--- config.mk ---
export PLATFORM = sky130hd
export DESIGN_NAME = sadc_device_flat
export DESIGN_NICKNAME = d
export VERILOG_FILES = /design/src/hw/sadc_pkg.sv /design/src/hw/sadc_link_if.sv /design/src/hw/sadc_device.sv /design/src/flat_wrapper.sv
export SDC_FILE = /design/constraint.sdc
export NUM_CORES = 1
export LEC_CHECK = 0
export BUFFER_PORTS_ARGS = -buffer_cell sky130_fd_sc_hd__buf_2
export CAP_MARGIN = 25
export CORE_MARGIN = 4
export CORE_UTILIZATION = 52
export CTS_CLUSTER_DIAMETER = 120
export DETAILED_ROUTE_END_ITERATION = 7
export PLACE_DENSITY = 0.82
export SYNTH_ARGS = -nofsm -noshare
export SYNTH_HDL_FRONTEND = slang
export SYNTH_SLANG_ARGS = --single-unit
--- constraint.sdc ---
create_clock -name i_mclk -period 1.6 [get_ports i_mclk]
set_input_delay 0.32 -clock i_mclk [delete_from_list [all_inputs] [get_ports i_mclk]]
set_output_delay 0.32 -clock i_mclk [all_outputs]
set_load 0.01 [all_outputs]
--- src/hw/sadc_pkg.sv ---
package sadc_pkg;

  // ****************************************************************
  // Sizes
  // ****************************************************************
  localparam int unsigned RESULT_BITS   = 16;
  localparam int unsigned CONFIG_BITS   = 2;
  localparam int unsigned SAMPLE_SCK_1CH = 16;
  localparam int unsigned SAMPLE_SCK_2CH = 14;
  localparam int unsigned XFER_SCK      = 16;

  // ****************************************************************
  // Timing
  // ****************************************************************
  localparam int unsigned CLK_MHZ       = 100;
  localparam int unsigned CONVERT_STROBE_MAX_NS   = 3200;
  localparam int unsigned CONVERT_STROBE_MAX_H_NS = 3300;
  localparam int unsigned CONVERT_STROBE_TYP_NS   = 2750;
  localparam int unsigned CONVERT_STROBE_CYC      = (CONVERT_STROBE_MAX_NS * CLK_MHZ) / 1000;
  localparam int unsigned CONVERT_STROBE_TYP_CYC  = (CONVERT_STROBE_TYP_NS * CLK_MHZ) / 1000;
  localparam int unsigned SCK_HALF_CYC  = 8;

  // ****************************************************************
  // Reset values
  // ****************************************************************
  localparam logic [1:0]  CONFIG_RST    = 2'h2;
  localparam logic [15:0] RESULT_RST    = 16'h0000;

endpackage

--- src/hw/sadc_link_if.sv ---
`timescale 1ns/1ps
`default_nettype none
interface sadc_link_if;
  logic convert_strobe;
  logic sck;
  logic serial_config_in;
  logic serial_result_out;
  logic serial_result_oe;
  // Host reads a pulled-down line while the device floats
  logic serial_result_line;
  assign serial_result_line = serial_result_oe ? serial_result_out : 1'b0;

  modport dev
  (
    input  convert_strobe, sck, serial_config_in,
    output serial_result_out, serial_result_oe
  );
  modport host
  (
    output convert_strobe, sck, serial_config_in,
    input  serial_result_line
  );
endinterface
`default_nettype wire

--- src/hw/sadc_device.sv ---
// Notes on behaviour
// - Convert strobe rising starts a conversion
// - Strobe high after conversion means sleep
// - Strobe low enables output, shifts result
// - Conversion finishes within its maximum time
// - Host holds strobe high for conversion
// - Host holds strobe low sixteen clocks
// - Host gives enough sampling clocks
// - New output bit after falling clock
// - Output floats once the strobe rises
// - Strobe low around all rising edges
// - Config input sampled on rising edges
// - Config word shifted in during transfer
// - Bits pick mode then channel/polarity
// - Extra config bits ignored until next cycle
// - Zeros after the result is shifted
// - Host captures data on rising edge
`timescale 1ns/1ps
`default_nettype none
module sadc_device
#(
  parameter int unsigned CONVERT_STROBE_CYCLES = sadc_pkg::CONVERT_STROBE_TYP_CYC,
  parameter bit          TWO_CHANNEL = 1'b1
)
(
  // Clock and reset
  input  wire logic        i_mclk,
  input  wire logic        i_arst_n,
  // Link
  sadc_link_if.dev         link,
  // Converter core side
  input  wire logic [15:0] i_sample_code,
  output logic      [1:0]  o_mux_config,
  output logic             o_sampling,
  output logic             o_converting,
  output logic             o_sleep
);

  typedef enum logic [1:0] {SADC_ST_IDLE, SADC_ST_CONVERT_STROBE, SADC_ST_SLEEP, SADC_ST_XFER}
    sadc_state_t;

  // ****************************************************************
  // Input synchronisers
  // ****************************************************************
  logic [1:0] convert_strobe_sync_r;
  logic [1:0] sck_sync_r;
  logic [1:0] cfg_sync_r;
  logic       convert_strobe_d_r;
  logic       sck_d_r;

  // Two flops per pin, then a delayed copy for edge finding
  always_ff @(posedge i_mclk or negedge i_arst_n)
  begin
    if (!i_arst_n)
    begin
      // Strobe idles high, so reset to that level to avoid a false rise
      convert_strobe_sync_r <= 2'h3;
      sck_sync_r  <= 2'h0;
      cfg_sync_r  <= 2'h0;
      convert_strobe_d_r    <= 1'b1;
      sck_d_r     <= 1'b0;
    end
    else
    begin
      convert_strobe_sync_r <= {convert_strobe_sync_r[0], link.convert_strobe};
      sck_sync_r  <= {sck_sync_r[0], link.sck};
      cfg_sync_r  <= {cfg_sync_r[0], link.serial_config_in};
      convert_strobe_d_r    <= convert_strobe_sync_r[1];
      sck_d_r     <= sck_sync_r[1];
    end
  end

  // Edge decode
  wire convert_strobe_s    = convert_strobe_sync_r[1];
  wire convert_strobe_rise = convert_strobe_s & ~convert_strobe_d_r;
  wire convert_strobe_fall = ~convert_strobe_s & convert_strobe_d_r;
  wire sck_rise  = sck_sync_r[1] & ~sck_d_r;
  wire sck_fall  = ~sck_sync_r[1] & sck_d_r;

  // ****************************************************************
  // Sequencer
  // ****************************************************************
  sadc_state_t  state_r;
  sadc_state_t  state_nxt;
  logic [15:0]  convert_strobe_cnt_r;
  logic [15:0]  shift_r;
  logic [1:0]   cfg_shift_r;
  logic [1:0]   cfg_cnt_r;
  logic [1:0]   mux_cfg_r;
  logic         res_bit_r;
  logic         oe_r;

  wire convert_strobe_done = (convert_strobe_cnt_r == 16'(CONVERT_STROBE_CYCLES - 1));

  // Next state
  always_comb
  begin
    state_nxt = state_r;
    unique case (state_r)
      SADC_ST_IDLE:  if (convert_strobe_rise) state_nxt = SADC_ST_CONVERT_STROBE;
      SADC_ST_CONVERT_STROBE:  if (convert_strobe_done) state_nxt = convert_strobe_s ? SADC_ST_SLEEP : SADC_ST_XFER;
      SADC_ST_SLEEP: if (convert_strobe_fall) state_nxt = SADC_ST_XFER;
      SADC_ST_XFER:  if (convert_strobe_rise) state_nxt = SADC_ST_CONVERT_STROBE;
    endcase
  end

  // State, conversion timer and output path
  always_ff @(posedge i_mclk or negedge i_arst_n)
  begin
    if (!i_arst_n)
    begin
      state_r    <= SADC_ST_IDLE;
      convert_strobe_cnt_r <= 16'h0000;
      shift_r    <= sadc_pkg::RESULT_RST;
      res_bit_r  <= 1'b0;
      oe_r       <= 1'b0;
    end
    else
    begin
      state_r <= state_nxt;
      convert_strobe_cnt_r <= (state_r == SADC_ST_CONVERT_STROBE) ? convert_strobe_cnt_r + 16'h0001 : 16'h0000;
      if (convert_strobe_rise)
      begin
        oe_r <= 1'b0;
      end
      else if (!convert_strobe_s && (state_r == SADC_ST_IDLE || state_r == SADC_ST_SLEEP ||
               state_r == SADC_ST_XFER || (state_r == SADC_ST_CONVERT_STROBE && convert_strobe_done)))
      begin
        oe_r <= 1'b1;
      end
      if (state_r == SADC_ST_CONVERT_STROBE && convert_strobe_done)
      begin
        // Latch result; MSB drives first, zeros refill the tail
        res_bit_r <= i_sample_code[15];
        shift_r <= {i_sample_code[14:0], 1'b0};
      end
      else if (state_r == SADC_ST_XFER && !convert_strobe_s && sck_fall)
      begin
        res_bit_r <= shift_r[15];
        shift_r <= {shift_r[14:0], 1'b0};
      end
    end
  end

  // Configuration word capture
  always_ff @(posedge i_mclk or negedge i_arst_n)
  begin
    if (!i_arst_n)
    begin
      cfg_shift_r <= 2'h0;
      cfg_cnt_r   <= 2'h0;
      mux_cfg_r   <= sadc_pkg::CONFIG_RST;
    end
    else if (convert_strobe_rise)
    begin
      cfg_cnt_r <= 2'h0;
      if (cfg_cnt_r == 2'(sadc_pkg::CONFIG_BITS))
      begin
        mux_cfg_r <= cfg_shift_r;
      end
    end
    else if (TWO_CHANNEL && state_r == SADC_ST_XFER && !convert_strobe_s && sck_rise &&
             cfg_cnt_r != 2'(sadc_pkg::CONFIG_BITS))
    begin
      cfg_shift_r <= {cfg_shift_r[0], cfg_sync_r[1]};
      cfg_cnt_r   <= cfg_cnt_r + 2'h1;
    end
  end

  // Outputs
  assign link.serial_result_out = res_bit_r;
  assign link.serial_result_oe  = oe_r;
  assign o_mux_config = mux_cfg_r;  // bit1 single-ended, bit0 channel/polarity
  assign o_sampling   = (state_r == SADC_ST_XFER);
  assign o_converting = (state_r == SADC_ST_CONVERT_STROBE);
  assign o_sleep      = (state_r == SADC_ST_SLEEP);

endmodule
`default_nettype wire

--- src/flat_wrapper.sv ---
// flat-port wrapper written by rule: the top's interface ports become plain ports
module sadc_device_flat 
#(
  parameter int unsigned CONVERT_STROBE_CYCLES = sadc_pkg::CONVERT_STROBE_TYP_CYC,
  parameter bit          TWO_CHANNEL = 1'b1
)
  (i_mclk, i_arst_n, i_sample_code, o_mux_config, o_sampling, o_converting, o_sleep, link_convert_strobe, link_sck, link_serial_config_in, link_serial_result_out, link_serial_result_oe);
  sadc_link_if link_i ();
  input  wire logic i_mclk;
  input  wire logic i_arst_n;
  input  wire logic [15:0] i_sample_code;
  output logic      [1:0] o_mux_config;
  output logic o_sampling;
  output logic o_converting;
  output logic o_sleep;
  input wire logic [$bits(link_i.convert_strobe)-1:0] link_convert_strobe;
  input wire logic [$bits(link_i.sck)-1:0] link_sck;
  input wire logic [$bits(link_i.serial_config_in)-1:0] link_serial_config_in;
  output wire logic [$bits(link_i.serial_result_out)-1:0] link_serial_result_out;
  output wire logic [$bits(link_i.serial_result_oe)-1:0] link_serial_result_oe;
  assign link_i.convert_strobe = link_convert_strobe;
  assign link_i.sck = link_sck;
  assign link_i.serial_config_in = link_serial_config_in;
  assign link_serial_result_out = link_i.serial_result_out;
  assign link_serial_result_oe = link_i.serial_result_oe;
  sadc_device #(.CONVERT_STROBE_CYCLES(CONVERT_STROBE_CYCLES), .TWO_CHANNEL(TWO_CHANNEL)) u_core (.i_mclk(i_mclk), .i_arst_n(i_arst_n), .link(link_i), .i_sample_code(i_sample_code), .o_mux_config(o_mux_config), .o_sampling(o_sampling), .o_converting(o_converting), .o_sleep(o_sleep));
endmodule
==> impl_results.md <==
* Dpl hpwl at 2988 um
* Final Max Tran Viols at 0
* Final core occ at 70.92%
* HP Class: in2reg
* CTS root buf: clkbuf_8
* Worst setup EP type: flip-flop
* Grt total ovfl at 0
* Power Density at 1388 nW/um2
* Comb power frac at 42.3%
* Routed len/inst at 17.28 um
* Seq pwr share at 41.8%
* RSZ-0062 raised after global routing: yes
* Initial Utilization at 53.68%
* Die area at 5631 um2
* Clock latency at the later pin of the worst-skew pair at 300 ps
* Port buffer count at 27
* 1st-iter DRT viols at 86
* Syn_area_per_cell at 12.77 um2
* Most common cell after layout, fill and taps aside: dfrtp_1
* Cells after synthesis at 183
* 1st-pass router iterations at 4
* Clk buf depth at 2
* CTS tree: built
* CTS Sinks at 49
* Failing checks: negative setup slack
* Number of max-cap violations at 0
* Peak supply drop at 0.0009161 V
* Routed Antenna Nets at 0
* Fmax at 556.3 MHz
* Leakage at 1.450 nW
* DP Area at 2755 um2
* Status: finished with violations
* Via count at 1,617
* Kind of critical path: reg2reg
* Final wirelength at 5114 um
* Vias in the first global route at 1,546
* Row cnt at 24
* First-pass GRT wire length at 7438 um
* Layout Cells excl Fill at 296
* Syn Std Cell Area at 2337 um2
* Layout fillers at 288
* Setup ws final at -197.5 ps
* Hold WS at 116.7 ps
* Design area at 3088 um2
* Horiz. Die Dim at 75.04 um
* Setup-failing EPs final at 19
* Global Route Usage Sum at 17.52%
* Placement Setup Slack at -118.4 ps
* Initial antenna violation count at 0
* Fin crit share at 112.3%
* Slew HR at 80.21%
* Post-synth cell types at 43
* Ys Warns at 0
* Net count after synthesis at 211
* Critical Path AT at 1990 ps
* Drt via density at 5.463
* Final Wtd Congestion at 0.8585
* Final Hold Viols at 0
* Sequential-to-total area share from yosys stat at 52.68%
* Largest net degree at the start of global routing at 50
* Layout cell share with drive strength beyond 1 at 52.87%
* Worst Tran Pin Value at 294.1 ps
* Most frequent cells in the layout: 43 x dfrtp_1, 28 x buf_4, 26 x mux2_4, 26 x buf_2, 12 x nor2_1
* P_sw at 1.312 mW
* Die height at 75.04 um
* CP max FO at 8
* Layout area overhead at 32.12%
* Clock share of power at 15.9%
* Switching share of power at 30.61%
* Core area at 4354 um2
* DRC errors left at 0
* CTS clk-pin slew, worst paths at 90 ps
* IO Count at 28
* Number of synthesized register bits at 49
* Nets at 272
* Startpoint types: flip-flop
* Internal power at 2.974 mW
* Final min period at 1798 ps
* Num CTS Buffers at 5
* Antenna Cells at 0
* H-tree depth at 2
* Worst clock skew at 10.63 ps
* WP data required at 1790 ps
* Inst Count DP at 280
## through the flow
| stage | power [mW] | TNS (ps) |
|---|---|---|
| 2_1_floorplan | 2.711 | -1954 |
| 3_3_place_gp | 3.149 | -1192 |
| 3_5_place_dp | 3.212 | -1532 |
| 4_1_cts | 3.983 | -1719 |
| 5_1_grt | 4.503 | -3903 |
| 6_report | 4.287 | -2980 |
## cell usage after synthesis, drive strengths merged
library cell,number,area share [%]
o21a,1,0.32
a32oi,1,0.37
a21oi,4,0.86
and4bb,1,0.54
mux2i,3,1.3
o21ai,2,0.43
and4,2,0.86
nor2b,1,0.27
o31ai,2,0.64
o22ai,1,0.27
dfstp,4,4.5
nor3b,1,0.32
nand2b,1,0.27
or3,1,0.27
nand4,5,1.3
xor2,5,1.9
nand3b,2,0.64
dfrtp,45,48
xnor2,4,1.5
nand2,10,1.9
and3,1,0.27
mux2,36,19
inv,7,1.1
or4,2,0.64
nor4bb,1,0.43
nor3,3,0.64
o31a,1,0.37
nand3,4,0.86
nor2,12,1.9
nor4b,1,0.37
ha,7,3.7
buf,6,2.2
nor4,4,1.3
clkbuf,1,0.16
and4b,1,0.43
## registers in the layout, summed over array words and instances, names as in the netlist
name	count
u_core.convert_strobe_cnt_r	16
u_core.shift_r	15
u_core.cfg_cnt_r	2
u_core.cfg_shift_r	2
u_core.cfg_sync_r	2
u_core.convert_strobe_sync_r	2
u_core.o_mux_config	2
u_core.sck_sync_r	2
u_core.state_r	2
u_core.convert_strobe_d_r	1
u_core.link.serial_result_oe	1
u_core.link.serial_result_out	1
u_core.sck_d_r	1
## path summary, 6_finish.rpt
path,start,end,slack (ps),cells after the start
min in group asynchronous,i_arst_n,u_core.shift_r[10],550,3
worst min register to register,u_core.cfg_sync_r[0],u_core.cfg_sync_r[1],360,0
worst max-delay path,u_core.state_r[0],u_core.shift_r[13],-200,6
worst max register to register,u_core.state_r[0],u_core.shift_r[13],-200,6
max in group asynchronous,i_arst_n,u_core.o_mux_config[1],770,3
worst min-delay path,link_convert_strobe,u_core.convert_strobe_sync_r[0],120,1
## what timing repair did
action / 4_1_cts / 5_1_grt
buffers inserted: 0 / 7
hold endpoints to repair: 13 / 0
gates cloned: 0 / 1
hold buffers: 1 / 0
setup endpoints to repair: 21 / 29
gates resized for setup: 9 / 27
pin swaps: 1 / 8
## metal layers
| layer | global-route usage, % | vias up | routed length, um |
|---|---|---|---|
| li1 | - | 767 | - |
| met3 | 3.738 | 11 | 169 |
| met2 | 28.34 | 33 | 2637 |
| met1 | 23.93 | 806 | 2192 |
| met4 | 4.743 | 0 | 114 |
| met5 | 0 | - | 0 |
## critical path: stages (launching register included)
cell	delay [ps]
dfrtp_1	420
ha_4	160
nor4bb_4	190
buf_4	190
clkbuf_16	160
mux2_4	300
mux2_4	260
## cell type report
type | instances | area [um2] | area share (%)
inverters | 7 | 28.78 | 0.9319
clock inverters | 1 | 5.005 | 0.1621
well taps | 52 | 65.06 | 2.107
multi-input cells | 120 | 1234 | 39.95
repair buffers | 61 | 449.2 | 14.55
clock buffers | 6 | 72.57 | 2.350
flip-flops and latches | 49 | 1234 | 39.95
## kinds of logic (layout without fill, tap and decap cells)
group | after synthesis | count (layout) | synth area share (%)
AO/OA/AOI/OAI | 12 | 12 | 3.266
buffers and inverters | 14 | 75 | 3.533
multiplexers | 39 | 39 | 20.07
flip-flops | 49 | 49 | 52.68
adder cells (fa/ha/maj) | 7 | 7 | 3.747
XOR/XNOR | 9 | 9 | 3.372
AND/OR/NAND/NOR | 53 | 53 | 13.33
## power groups by stage
stage                     combinational, mW  clock (mW)  sequential (mW)
final                                  1.81       0.682             1.79
after global routing                   1.93       0.748             1.83
after CTS                              1.52       0.697             1.77
after detailed placement               1.42           0             1.79
after global placement                 1.38           0             1.77
after floorplan                       0.943           0             1.77
No activity file was read; power rests on OpenSTA's default activity.
